===== config.mk =====
export PLATFORM = sky130hd
export DESIGN_NAME = prepit_info_block_codec
export DESIGN_NICKNAME = d
export VERILOG_FILES = /design/src/prepit_pkg.sv /design/src/field_check.sv /design/src/prepit_info_block_codec.sv /design/src/rs_parity3.sv
export SDC_FILE = /design/constraint.sdc
export NUM_CORES = 1
export LEC_CHECK = 0
export ABC_AREA = 1
export BUFFER_PORTS_ARGS = -buffer_cell sky130_fd_sc_hd__buf_2
export CORE_MARGIN = 1
export CORE_UTILIZATION = 55
export CTS_CLUSTER_DIAMETER = 30
export CTS_CLUSTER_SIZE = 14
export DETAILED_ROUTE_END_ITERATION = 6
export PLACE_DENSITY = 0.76
export REMOVE_ABC_BUFFERS = 1
export SLEW_MARGIN = 20
export SYNTH_ARGS = -nofsm -noshare
export SYNTH_HDL_FRONTEND = slang
export SYNTH_SLANG_ARGS = --single-unit

===== constraint.sdc =====
create_clock -name clk_i -period 24.8 [get_ports clk_i]
set_input_delay 3.72 -clock clk_i [delete_from_list [all_inputs] [get_ports clk_i]]
set_output_delay 3.72 -clock clk_i [all_outputs]
set_load 0.01 [all_outputs]

===== src/prepit_pkg.sv =====
// shared constants and types of the pre-pit information block codec
package prepit_pkg;

  // ==========================================================
  // frame layout
  localparam int FRAME_W = 13;
  localparam logic [3:0] FN_ADDR0 = 4'h0;
  localparam logic [3:0] FN_PARA0 = 4'h3;
  localparam logic [3:0] FN_PARA2 = 4'h5;
  localparam logic [3:0] FN_TAG = 4'h6;
  localparam logic [3:0] FN_APP = 4'h7;
  localparam logic [3:0] FN_PHYS = 4'h8;
  localparam logic [3:0] FN_LRA0 = 4'h9;
  localparam logic [3:0] FN_LAYER = 4'hA;
  localparam logic [3:0] FN_VX = 4'hC;
  localparam logic [3:0] FN_PARB0 = 4'hD;
  localparam logic [3:0] FN_PARB1 = 4'hE;
  localparam logic [3:0] FN_LAST = 4'hF;

  // ==========================================================
  // block type tags
  localparam logic [7:0] TAG_LAYER = 8'h00;
  localparam logic [7:0] TAG_ZONE0 = 8'h01;
  localparam logic [7:0] TAG_ZONE1 = 8'h02;
  localparam logic [7:0] TAG_MAX = 8'h05;

  // ==========================================================
  // byte fields, byte bit 7 is frame bit 5
  localparam int APP_ZERO_BIT = 7;
  localparam int APP_USE_BIT = 6;
  localparam logic [5:0] APP_DL_CLASS0 = 6'h02;
  localparam logic [5:0] APP_SL_CLASS0 = 6'h00;
  localparam logic [7:0] PHYS_FIX_MASK = 8'hDB;
  localparam logic [7:0] PHYS_FIX_VAL = 8'h93;
  localparam int PHYS_SIZE_BIT = 5;
  localparam int PHYS_PC_BIT = 2;
  localparam int LAYER_BIT = 7;
  localparam logic [3:0] EXT_CODE = 4'h0;
  localparam logic [7:0] ZERO_BYTE = 8'h00;
  localparam logic [23:0] LRA1_MIN = 24'h00332A;
  localparam logic [23:0] LRA1_MIN_BCA = 24'h003370;

  // ==========================================================
  // parity code
  localparam logic [7:0] GF_POLY = 8'h1D;
  localparam logic [7:0] RS_G2 = 8'h07;
  localparam logic [7:0] RS_G1 = 8'h0E;
  localparam logic [7:0] RS_G0 = 8'h08;
  localparam logic [23:0] RS_RST = 24'h000000;

  // ==========================================================
  // types
  typedef struct packed {
    logic sync;
    logic [3:0] num;
    logic [7:0] data;
  } frame_t;

  typedef enum logic [1:0] {KIND_DL_CLASS0, KIND_SL_CLASS0, KIND_SPECIAL, KIND_RESERVED}
    disk_kind_t;

  typedef struct packed {
    logic [7:0] tag;
    logic [23:0] addr;
    logic layer1;
    logic unrestricted;
    logic [5:0] app_class;
    logic disk_80mm;
    logic phase_change;
    logic [23:0] lra;
    logic [3:0] version;
  } blk_fields_t;

  typedef struct packed {
    logic [7:0] tag;
    logic layer1;
    logic unrestricted;
    disk_kind_t kind;
    logic [5:0] app_class;
    logic disk_80mm;
    logic phase_change;
    logic [23:0] lra;
    logic [3:0] version;
  } blk_info_t;

  typedef struct packed {
    logic seq;
    logic par_a;
    logic par_b;
    logic tag;
    logic app;
    logic phys;
    logic ext;
    logic ver;
    logic zero;
    logic lra_low;
    logic layer;
    logic echo;
  } blk_err_t;

  typedef struct packed {
    logic tag;
    logic app;
    logic phys;
    logic lra;
    logic ver;
    logic layer;
  } field_vld_t;

endpackage


===== src/field_check.sv =====
// decoding and checking of the part B fields of a complete block
`timescale 1ns/1ps
module field_check (
  // block contents
  input wire logic [7:0] tag_i,
  input wire logic [23:0] addr_i,
  input wire logic [47:0] pb_i,
  // configuration
  input wire logic [3:0] exp_version_i,
  input wire logic burst_cut_area_i,
  // results
  output prepit_pkg::blk_info_t info_o,
  output prepit_pkg::blk_err_t err_o
);
  import prepit_pkg::*;

  function automatic disk_kind_t class_kind(input logic unres, input logic [5:0] cls);
    if (cls == APP_SL_CLASS0) begin
      return KIND_SL_CLASS0;
    end else if (unres) begin
      return KIND_RESERVED;
    end else if (cls == APP_DL_CLASS0) begin
      return KIND_DL_CLASS0;
    end
    return KIND_SPECIAL;
  endfunction

  logic [7:0] app;
  logic [7:0] phys;
  logic [7:0] vx;
  logic [7:0] lay;
  logic [23:0] lra;
  logic [23:0] lra_min;
  logic t0;
  logic t1;
  logic t2;

  assign app = pb_i[47:40];
  assign phys = pb_i[39:32];
  assign lra = pb_i[31:8];
  assign vx = pb_i[7:0];
  assign lay = pb_i[23:16];
  assign t0 = tag_i == TAG_LAYER;
  assign t1 = tag_i == TAG_ZONE0;
  assign t2 = tag_i == TAG_ZONE1;
  assign lra_min = burst_cut_area_i ? LRA1_MIN_BCA : LRA1_MIN;

  always_comb begin
    info_o.tag = tag_i;
    info_o.layer1 = lay[LAYER_BIT];
    info_o.unrestricted = app[APP_USE_BIT];
    info_o.kind = class_kind(app[APP_USE_BIT], app[5:0]);
    info_o.app_class = app[5:0];
    info_o.disk_80mm = phys[PHYS_SIZE_BIT];
    info_o.phase_change = phys[PHYS_PC_BIT];
    info_o.lra = lra;
    info_o.version = vx[7:4];
  end

  // the zone limits are not bounds on block addresses, so no address is held against them
  always_comb begin
    err_o = '0;
    err_o.tag = tag_i > TAG_MAX;
    err_o.app = t1 && (app[APP_ZERO_BIT] || info_o.kind == KIND_SL_CLASS0
                       || info_o.kind == KIND_RESERVED);
    err_o.phys = t1 && ((phys & PHYS_FIX_MASK) != PHYS_FIX_VAL);
    err_o.ext = t1 && (vx[3:0] != EXT_CODE);
    err_o.ver = t1 && (vx[7:4] != exp_version_i);
    err_o.zero = (t2 && (app != ZERO_BYTE || phys != ZERO_BYTE || vx != ZERO_BYTE))
               || (t0 && pb_i[15:0] != {ZERO_BYTE, ZERO_BYTE});
    err_o.lra_low = t2 && (lra < lra_min);
    err_o.layer = t0 && (lay[6:0] != 7'h00);
    err_o.echo = t0 && (pb_i[47:24] != addr_i);
  end
endmodule // field_check


===== src/prepit_info_block_codec.sv =====
// builder and parser of 16-frame pre-pit information blocks
`timescale 1ns/1ps
module prepit_info_block_codec (
  // clock and reset
  input wire logic clk_i,
  input wire logic rst_i,
  // block build request
  input wire logic tx_start_i,
  input prepit_pkg::blk_fields_t tx_fields_i,
  output logic tx_busy_o,
  output logic tx_done_o,
  // built frame stream
  output prepit_pkg::frame_t tx_frame_o,
  output logic tx_frame_vld_o,
  input wire logic tx_frame_rdy_i,
  // detected frame stream
  input prepit_pkg::frame_t rx_frame_i,
  input wire logic rx_frame_vld_i,
  // configuration
  input wire logic [3:0] exp_version_i,
  input wire logic burst_cut_area_i,
  // parse results
  output logic [23:0] rx_addr_o,
  output logic rx_addr_vld_o,
  output prepit_pkg::blk_info_t rx_info_o,
  output prepit_pkg::field_vld_t rx_field_vld_o,
  output prepit_pkg::blk_err_t rx_err_o,
  output logic rx_err_vld_o
);
  import prepit_pkg::*;

  // ==========================================================
  // shared helpers

  // parity byte that belongs at frame n, taken from a remainder
  function automatic logic [7:0] par_byte(input logic [23:0] p, input logic [3:0] n);
    logic [7:0] b;
    unique case (n)
      FN_PARA0, FN_PARB0: b = p[23:16];
      FN_PARA0 + 4'h1, FN_PARB1: b = p[15:8];
      default: b = p[7:0];
    endcase
    return b;
  endfunction

  // frames whose byte enters the remainder
  function automatic logic rs_feeds(input logic [3:0] n);
    return (n < FN_PARA0) || (n >= FN_TAG && n < FN_PARB0);
  endfunction

  // frames whose byte is a parity byte
  function automatic logic is_parity(input logic [3:0] n);
    return (n >= FN_PARA0 && n <= FN_PARA2) || n >= FN_PARB0;
  endfunction

  // ==========================================================
  // builder

  typedef enum {B_IDLE, B_SEND} bld_state_t;

  bld_state_t bld_ff;
  blk_fields_t tx_fld_ff;
  frame_t tx_frame_ff;
  logic [3:0] tx_cnt_ff;
  logic tx_vld_ff;
  logic tx_done_ff;
  logic tx_load;
  logic [7:0] tx_byte;
  logic [23:0] tx_par;

  // while sending, a new frame is loaded whenever the output slot is free or being taken
  assign tx_load = (bld_ff == B_SEND) && (!tx_vld_ff || tx_frame_rdy_i);

  // byte for each frame number of the block being built
  always_comb begin
    tx_byte = ZERO_BYTE;
    if (is_parity(tx_cnt_ff)) begin
      tx_byte = par_byte(tx_par, tx_cnt_ff);
    end else begin
      unique case (tx_cnt_ff)
        FN_ADDR0: tx_byte = tx_fld_ff.addr[23:16];
        FN_ADDR0 + 4'h1: tx_byte = tx_fld_ff.addr[15:8];
        FN_ADDR0 + 4'h2: tx_byte = tx_fld_ff.addr[7:0];
        FN_TAG: tx_byte = tx_fld_ff.tag;
        FN_APP: begin
          if (tx_fld_ff.tag == TAG_ZONE0) begin
            tx_byte = {1'b0, tx_fld_ff.unrestricted, tx_fld_ff.app_class};
          end else if (tx_fld_ff.tag == TAG_LAYER) begin
            tx_byte = tx_fld_ff.addr[23:16];
          end
        end
        FN_PHYS: begin
          if (tx_fld_ff.tag == TAG_ZONE0) begin
            tx_byte = PHYS_FIX_VAL
                    | ({7'h00, tx_fld_ff.disk_80mm} << PHYS_SIZE_BIT)
                    | ({7'h00, tx_fld_ff.phase_change} << PHYS_PC_BIT);
          end else if (tx_fld_ff.tag == TAG_LAYER) begin
            tx_byte = tx_fld_ff.addr[15:8];
          end
        end
        FN_LRA0: begin
          if (tx_fld_ff.tag == TAG_LAYER) begin
            tx_byte = tx_fld_ff.addr[7:0];
          end else if (tx_fld_ff.tag <= TAG_ZONE1) begin
            tx_byte = tx_fld_ff.lra[23:16];
          end
        end
        FN_LAYER: begin
          if (tx_fld_ff.tag == TAG_LAYER) begin
            tx_byte = {tx_fld_ff.layer1, 7'h00};
          end else if (tx_fld_ff.tag <= TAG_ZONE1) begin
            tx_byte = tx_fld_ff.lra[15:8];
          end
        end
        FN_LAYER + 4'h1: begin
          if (tx_fld_ff.tag == TAG_ZONE0 || tx_fld_ff.tag == TAG_ZONE1) begin
            tx_byte = tx_fld_ff.lra[7:0];
          end
        end
        FN_VX: begin
          if (tx_fld_ff.tag == TAG_ZONE0) begin
            tx_byte = {tx_fld_ff.version, EXT_CODE};
          end
        end
        default: tx_byte = ZERO_BYTE;
      endcase
    end
  end

  rs_parity3 u_tx_rs (
    .clk_i(clk_i),
    .rst_i(rst_i),
    .clr_i(tx_load && (tx_cnt_ff == FN_ADDR0 || tx_cnt_ff == FN_TAG)),
    .en_i(tx_load && rs_feeds(tx_cnt_ff)),
    .byte_i(tx_byte),
    .par_o(tx_par)
  );

  always_ff @(posedge clk_i or posedge rst_i) begin
    if (rst_i) begin
      bld_ff <= B_IDLE;
      tx_cnt_ff <= FN_ADDR0;
    end else if (bld_ff == B_IDLE && tx_start_i) begin
      bld_ff <= B_SEND;
      tx_cnt_ff <= FN_ADDR0;
    end else if (tx_load) begin
      tx_cnt_ff <= tx_cnt_ff + 4'h1;
      if (tx_cnt_ff == FN_LAST) begin
        bld_ff <= B_IDLE;
      end
    end
  end

  always_ff @(posedge clk_i or posedge rst_i) begin
    if (rst_i) begin
      tx_fld_ff <= '0;
    end else if (bld_ff == B_IDLE && tx_start_i) begin
      tx_fld_ff <= tx_fields_i;
    end
  end

  always_ff @(posedge clk_i or posedge rst_i) begin
    if (rst_i) begin
      tx_frame_ff <= '0;
      tx_vld_ff <= 1'b0;
    end else if (tx_load) begin
      tx_frame_ff <= '{sync: tx_cnt_ff == FN_ADDR0, num: tx_cnt_ff, data: tx_byte};
      tx_vld_ff <= 1'b1;
    end else if (tx_frame_rdy_i) begin
      tx_vld_ff <= 1'b0;
    end
  end

  always_ff @(posedge clk_i or posedge rst_i) begin
    if (rst_i) begin
      tx_done_ff <= 1'b0;
    end else begin
      tx_done_ff <= tx_load && tx_cnt_ff == FN_LAST;
    end
  end

  assign tx_busy_o = bld_ff == B_SEND;
  assign tx_done_o = tx_done_ff;
  assign tx_frame_o = tx_frame_ff;
  assign tx_frame_vld_o = tx_vld_ff;

  // ==========================================================
  // parser

  typedef enum {P_HUNT, P_BLOCK} prs_state_t;

  prs_state_t prs_ff;
  logic [3:0] rx_exp_ff;
  logic rx_pa_bad_ff;
  logic rx_pb_bad_ff;
  logic [7:0] rx_tag_ff;
  logic [23:0] rx_abuf_ff;
  logic [47:0] rx_pb_ff;
  logic rx_start;
  logic rx_inseq;
  logic rx_take;
  logic rx_break;
  logic rx_pmis;
  logic [23:0] rx_par;
  blk_info_t chk_info;
  blk_err_t chk_err;
  blk_err_t nxt_err;
  field_vld_t nxt_fvld;
  logic rx_a_end;
  logic rx_b_end;

  // the frame number is trusted as is; only its order is checked
  assign rx_start = rx_frame_vld_i && rx_frame_i.sync && rx_frame_i.num == FN_ADDR0;
  assign rx_inseq = rx_frame_vld_i && !rx_frame_i.sync && prs_ff == P_BLOCK
                  && rx_frame_i.num == rx_exp_ff;
  assign rx_take = rx_start || rx_inseq;
  assign rx_break = prs_ff == P_BLOCK && rx_frame_vld_i && (!rx_take || rx_exp_ff != FN_ADDR0 && rx_start);
  assign rx_pmis = rx_frame_i.data != par_byte(rx_par, rx_frame_i.num);
  assign rx_a_end = rx_inseq && rx_frame_i.num == FN_PARA2;
  assign rx_b_end = rx_inseq && rx_frame_i.num == FN_LAST;

  rs_parity3 u_rx_rs (
    .clk_i(clk_i),
    .rst_i(rst_i),
    .clr_i(rx_take && (rx_frame_i.num == FN_ADDR0 || rx_frame_i.num == FN_TAG)),
    .en_i(rx_take && rs_feeds(rx_frame_i.num)),
    .byte_i(rx_frame_i.data),
    .par_o(rx_par)
  );

  field_check u_chk (
    .tag_i(rx_tag_ff),
    .addr_i(rx_abuf_ff),
    .pb_i(rx_pb_ff),
    .exp_version_i(exp_version_i),
    .burst_cut_area_i(burst_cut_area_i),
    .info_o(chk_info),
    .err_o(chk_err)
  );

  always_ff @(posedge clk_i or posedge rst_i) begin
    if (rst_i) begin
      prs_ff <= P_HUNT;
      rx_exp_ff <= FN_ADDR0;
    end else if (rx_take) begin
      rx_exp_ff <= rx_frame_i.num + 4'h1;
      prs_ff <= (rx_frame_i.num == FN_LAST) ? P_HUNT : P_BLOCK;
    end else if (rx_break) begin
      prs_ff <= P_HUNT;
    end
  end

  // block contents, parity verdicts collected frame by frame
  always_ff @(posedge clk_i or posedge rst_i) begin
    if (rst_i) begin
      rx_abuf_ff <= RS_RST;
      rx_tag_ff <= ZERO_BYTE;
      rx_pb_ff <= '0;
      rx_pa_bad_ff <= 1'b0;
      rx_pb_bad_ff <= 1'b0;
    end else if (rx_take) begin
      if (rx_frame_i.num < FN_PARA0) begin
        rx_abuf_ff <= {rx_abuf_ff[15:0], rx_frame_i.data};
      end
      if (rx_frame_i.num == FN_TAG) begin
        rx_tag_ff <= rx_frame_i.data;
      end
      if (rx_frame_i.num > FN_TAG && rx_frame_i.num < FN_PARB0) begin
        rx_pb_ff <= {rx_pb_ff[39:0], rx_frame_i.data};
      end
      if (rx_frame_i.num == FN_ADDR0) begin
        rx_pa_bad_ff <= 1'b0;
      end else if (rx_frame_i.num >= FN_PARA0 && rx_frame_i.num <= FN_PARA2) begin
        rx_pa_bad_ff <= rx_pa_bad_ff || rx_pmis;
      end
      if (rx_frame_i.num == FN_ADDR0) begin
        rx_pb_bad_ff <= 1'b0;
      end else if (rx_frame_i.num >= FN_PARB0) begin
        rx_pb_bad_ff <= rx_pb_bad_ff || rx_pmis;
      end
    end
  end

  // error word and field strobes for this cycle
  always_comb begin
    nxt_err = '0;
    nxt_fvld = '0;
    nxt_err.seq = rx_break;
    nxt_err.par_a = rx_a_end && (rx_pa_bad_ff || rx_pmis);
    if (rx_b_end) begin
      nxt_err.par_b = rx_pb_bad_ff || rx_pmis;
      if (!nxt_err.par_b) begin
        nxt_err.tag = chk_err.tag;
        nxt_err.app = chk_err.app;
        nxt_err.phys = chk_err.phys;
        nxt_err.ext = chk_err.ext;
        nxt_err.ver = chk_err.ver;
        nxt_err.zero = chk_err.zero;
        nxt_err.lra_low = chk_err.lra_low;
        nxt_err.layer = chk_err.layer;
        nxt_err.echo = chk_err.echo;
        nxt_fvld.tag = 1'b1;
        nxt_fvld.app = rx_tag_ff == TAG_ZONE0;
        nxt_fvld.phys = rx_tag_ff == TAG_ZONE0;
        nxt_fvld.ver = rx_tag_ff == TAG_ZONE0;
        nxt_fvld.lra = rx_tag_ff == TAG_ZONE0 || rx_tag_ff == TAG_ZONE1;
        nxt_fvld.layer = rx_tag_ff == TAG_LAYER;
      end
    end
  end

  always_ff @(posedge clk_i or posedge rst_i) begin
    if (rst_i) begin
      rx_err_o <= '0;
      rx_err_vld_o <= 1'b0;
      rx_field_vld_o <= '0;
    end else begin
      rx_err_o <= nxt_err;
      rx_err_vld_o <= |nxt_err;
      rx_field_vld_o <= nxt_fvld;
    end
  end

  always_ff @(posedge clk_i or posedge rst_i) begin
    if (rst_i) begin
      rx_addr_o <= RS_RST;
      rx_addr_vld_o <= 1'b0;
    end else begin
      rx_addr_vld_o <= rx_a_end && !(rx_pa_bad_ff || rx_pmis);
      if (rx_a_end) begin
        rx_addr_o <= rx_abuf_ff;
      end
    end
  end

  always_ff @(posedge clk_i or posedge rst_i) begin
    if (rst_i) begin
      rx_info_o <= '0;
    end else if (rx_b_end) begin
      rx_info_o <= chk_info;
    end
  end
endmodule // prepit_info_block_codec


===== src/rs_parity3.sv =====
// three-byte reed-solomon remainder generator, one byte per enable
`timescale 1ns/1ps
module rs_parity3 (
  // clock and reset
  input wire logic clk_i,
  input wire logic rst_i,
  // byte feed
  input wire logic clr_i,
  input wire logic en_i,
  input wire logic [7:0] byte_i,
  // remainder, first parity byte on top
  output logic [23:0] par_o
);
  import prepit_pkg::*;

  function automatic logic [7:0] gf_mul(input logic [7:0] a, input logic [7:0] b);
    logic [7:0] p;
    logic [7:0] x;
    p = 8'h00;
    x = a;
    for (int i = 0; i < 8; i++) begin
      if (b[i]) begin
        p = p ^ x;
      end
      x = x[7] ? ((x << 1) ^ GF_POLY) : (x << 1);
    end
    return p;
  endfunction

  logic [23:0] rem_ff;
  logic [23:0] base;
  logic [7:0] fb;

  // clear and feed in one cycle starts a fresh remainder
  always_comb begin
    base = clr_i ? RS_RST : rem_ff;
    fb = byte_i ^ base[23:16];
  end

  always_ff @(posedge clk_i or posedge rst_i) begin
    if (rst_i) begin
      rem_ff <= RS_RST;
    end else if (en_i) begin
      rem_ff <= {base[15:8] ^ gf_mul(fb, RS_G2), base[7:0] ^ gf_mul(fb, RS_G1),
                 gf_mul(fb, RS_G0)};
    end else if (clr_i) begin
      rem_ff <= RS_RST;
    end
  end

  assign par_o = rem_ff;
endmodule // rs_parity3


==> results by group <==
Outcome
  – Outcome: finished, final reports clean

Critical path
  – Worst Setup Start Kind: input pin
  – RR Endpoint: u_tx_rs.par_o[13]
  – Worst R2R Path Depth: 19
  – Worst path slowest cell: inv_1
  – Number of buffers and inverters on the critical path: 6
  – Worst setup EP type: flip-flop
  – Levels on crit path: 19
  – Worst EP required: about 25,000 ps
  – CP cell instances: buf_2 -> inv_1 -> nand2_1 -> nand2_1 -> inv_1 -> o21ai_2 -> inv_2 -> nor2_1 -> inv_1 -> nand3_1 -> nand2_4 -> nand2_1 -> nand2_2 -> nand2_1 -> nand2_1 -> inv_1 -> or2_1 -> nand3_1 -> o21ai_1
  – Most used cell, CP: nand2_1
  – R2r startpoint: tx_cnt_ff[0]
  – Reg2Reg Setup Slack: 21,290 ps
  – Worst Path Max Fanout: 23
  – Worst endpoint data arrival time: 6620 ps
  – Critical path's largest stage delay: roughly 570 ps
  – Worst Setup Path Type: input pin to flip-flop
  – CP top delay family: simple AND/OR/NAND/NOR gates

Timing
  – Final setup vio count: 0
  – Slew Viols, Final: 0
  – Final Hold Fails: 0
  – Worst slew pin tran: 987 ps
  – Post-route clock period utilization: 25.0%
  – RSZ-0062 raised after global routing: false
  – Clock skew: between 20 and 30 ps
  – Setup tns final: 0 ps
  – Min Clock Period, post-route: 6190 ps
  – Fmax: 162 MHz
  – Slew headroom: 34.2%

Synthesis
  – FFs w/ async S/R, synth: between 90% and 100%
  – EDFF count, synth: 0
  – Yosys warns: 0
  – Post-synthesis cell area: 16,500 µm²
  – Syn Inst Count: 2,160
  – Post-Syn Area per Cell: 7.63 µm²
  – Register area share after synthesis: 47.7%
  – #FFs+latches synth: 314
  – Library cells used by synthesis: 53
  – Ys flop type: dfrtp_1

Clock tree
  – Clk Latency, worst-skew pair: about 580 ps
  – Post_cts resized: 0
  – Root Buffer: clkbuf_16
  – H-Tree Level Count: 3
  – Clock slew at reported path FFs: 50 ps
  – Clock Sinks: approximately 310
  – Setup Buffers After CTS: 0
  – Clk buf depth: 3
  – CTS tree: built
  – Hold_buf cts: 0
  – CTS Buf Count: slightly above 70

Global routing
  – Global route overflow: 0
  – Vias in the first global route: ~15k
  – Largest net degree at the start of global routing: about 160
  – Global Route Usage Sum: 31.2%
  – Initial antenna violation count: 0
  – First-pass GRT wire length: 75,700 µm

Min path
  – Hold path depth: 2
  – WHS Endpoint: rx_info_o[44]
  – HP Start: rx_info_o[44]
  – Hold Crit Class: flip-flop to flip-flop

Routing
  – Routed vias: 15.4k
  – Residual DRC: 0
  – Drt wl/cell: 16.8 µm
  – Final wirelength: ~47,000 µm
  – Pre-Repair DR Iteration Count: 5
  – Via-per-instance ratio: around 5.5
  – Final ANT Viol Nets: 0
  – Iter 0 DRT Violations: 1,422

Die
  – Die Y: 175 µm
  – Core Box Area: 29,600 µm²
  – Row count: 63
  – Total die area: 30,700 µm²
  – Die width: 175 µm
  – Boundary pin count: 201
  – Initial Util: 55.7%

Place
  – Dpl hpwl: 32,100 µm
  – Final Wtd Congestion: roughly 0.90
  – Port buffer count: 200

Pwr
  – Total power: roughly 0.0027 W
  – VDD IR max: 0.0000752 V
  – PwrDens: 136 nW/µm²
  – Leak: 10.6 nW

Final layout
  – Commonest non-fill, non-tap cell in the layout: nand2_1
  – Most frequent cells in the layout: nand2_1, dfrtp_1, o21ai_0
  – Layout fillers: ~2.4k
  – Multi-input gate area: 7400 µm²
  – N_diodes: 0
  – Nets: between 2k and 2.5k
  – Layout area overhead: 22.6%
  – Layout cell share with drive strength beyond 1: 16.8%
  – Register area: 7860 µm²

Run
  – Max-Cap Viols: 0
[state kept, by name, summed over array words and instances, names as in the netlist, 13 cells and up]
register,cells
tx_fld_ff,70
rx_pb_ff,48
rx_info_o,47
rx_abuf_ff,24
rx_addr_o,24
u_rx_rs.par_o,24
u_tx_rs.par_o,24
tx_frame_o,13
[area by class of cell]
type                    instances  area share [%]
well taps                     390            2.42
repair buffers                210            5.35
clock buffers                  88            9.51
clock inverters                40            2.77
multi-input cells            1541            36.6
inverters                     232            4.42
flip-flops and latches        314            38.9
[worst max path at each step]
stage                         from           endpoint  slack, ps
floorplan                    rst_i          bld_ff[0]      12390
global placement    tx_frame_rdy_i  u_tx_rs.par_o[18]      18140
detailed placement  tx_frame_rdy_i  u_tx_rs.par_o[18]      18070
CTS                 tx_frame_rdy_i  u_tx_rs.par_o[18]      18620
global route        tx_frame_rdy_i  u_tx_rs.par_o[13]      18200
finish              tx_frame_rdy_i  u_tx_rs.par_o[18]      18610
[worst reg2reg max path, delay by kind of cell (launching register included)]
kind,cells,cell delay (ps)
simple gates,13,1250
compound gates,2,820
buf+inv,3,520
flops,1,430
fa+ha+maj,1,370
[per-layer routing]
metal | vias to the layer above | wire (µm) | track usage [%]
met5 | - | 0 | 0
met4 | 0 | 1960 | 14.9
met3 | 144 | 3410 | 4.92
met2 | 716 | 22900 | 52.8
met1 | 7291 | 19000 | 39.0
li1 | 7294 | - | -
[metrics by stage]
| stage | area, µm² | instances | setup slack [ps] | hold WS, ps | utilization [%] |
|---|---|---|---|---|---|
| 3_5_place_dp | 17700 | 2687 | 18070 | 461 | 59.9 |
| 6_report | 20200 | 2815 | 18610 | 472 | 68.3 |
| 2_1_floorplan | 16100 | 2087 | 12390 | 436 | - |
| 5_1_grt | 20200 | 2815 | 18200 | 488 | 68.3 |
| 4_1_cts | 20200 | 2815 | 18620 | 472 | 68.3 |
| 3_3_place_gp | 17700 | 2687 | 18140 | 457 | 59.9 |
[report_power, final]
part           internal [W]  total (W)  switching [W]  leakage [nW]
logic              0.000334    0.00103       0.000696          5.36
registers          0.000650   0.000755       0.000105          4.02
clock network      0.000647   0.000955       0.000308          1.19
total               0.00163    0.00274        0.00111          10.6
[logic make-up after synthesis]
kind of cell / after synthesis / share of synthesized area [%]
fa+ha+maj: 13 / 0.987
xor+xnor: 74 / 4.50
simple gates: 1145 / 29.3
buf+inv: 305 / 7.49
compound gates: 309 / 10.1
flops: 314 / 47.7
[cell usage after synthesis, types with 2 or more instances]
| cell type | instances | share of area, % |
|---|---|---|
| a21oi_1 | 38 | 1.2 |
| a31oi_1 | 12 | 0.46 |
| buf_1 | 5 | 0.11 |
| buf_2 | 4 | 0.12 |
| buf_4 | 8 | 0.36 |
| buf_6 | 6 | 0.41 |
| clkbuf_1 | 50 | 1.1 |
| clkinv_1 | 3 | 0.068 |
| dfrtp_1 | 314 | 48 |
| ha_1 | 13 | 0.99 |
| inv_1 | 214 | 4.9 |
| inv_2 | 12 | 0.27 |
| inv_4 | 2 | 0.076 |
| nand2_1 | 747 | 17 |
| nand2_2 | 23 | 0.87 |
| nand2_4 | 7 | 0.48 |
| nand3_1 | 143 | 4.3 |
| nand3b_1 | 10 | 0.46 |
| nand4_1 | 17 | 0.65 |
| nor2_1 | 151 | 3.4 |
| nor2_2 | 7 | 0.27 |
| nor2_4 | 4 | 0.27 |
| nor2_8 | 2 | 0.24 |
| nor3_1 | 13 | 0.39 |
| nor4_1 | 12 | 0.46 |
| o211ai_1 | 7 | 0.32 |
| o21ai_0 | 216 | 6.6 |
| o21ai_1 | 9 | 0.27 |
| o21ai_2 | 2 | 0.11 |
| o21bai_1 | 3 | 0.14 |
| o22ai_1 | 12 | 0.46 |
| or2_1 | 3 | 0.11 |
| or2_2 | 2 | 0.076 |
| xnor2_1 | 21 | 1.1 |
| xnor2_2 | 2 | 0.20 |
| xor2_1 | 45 | 2.4 |
| xor2_2 | 3 | 0.30 |
| xor2_4 | 3 | 0.50 |
(Power assumes the default switching activity.)
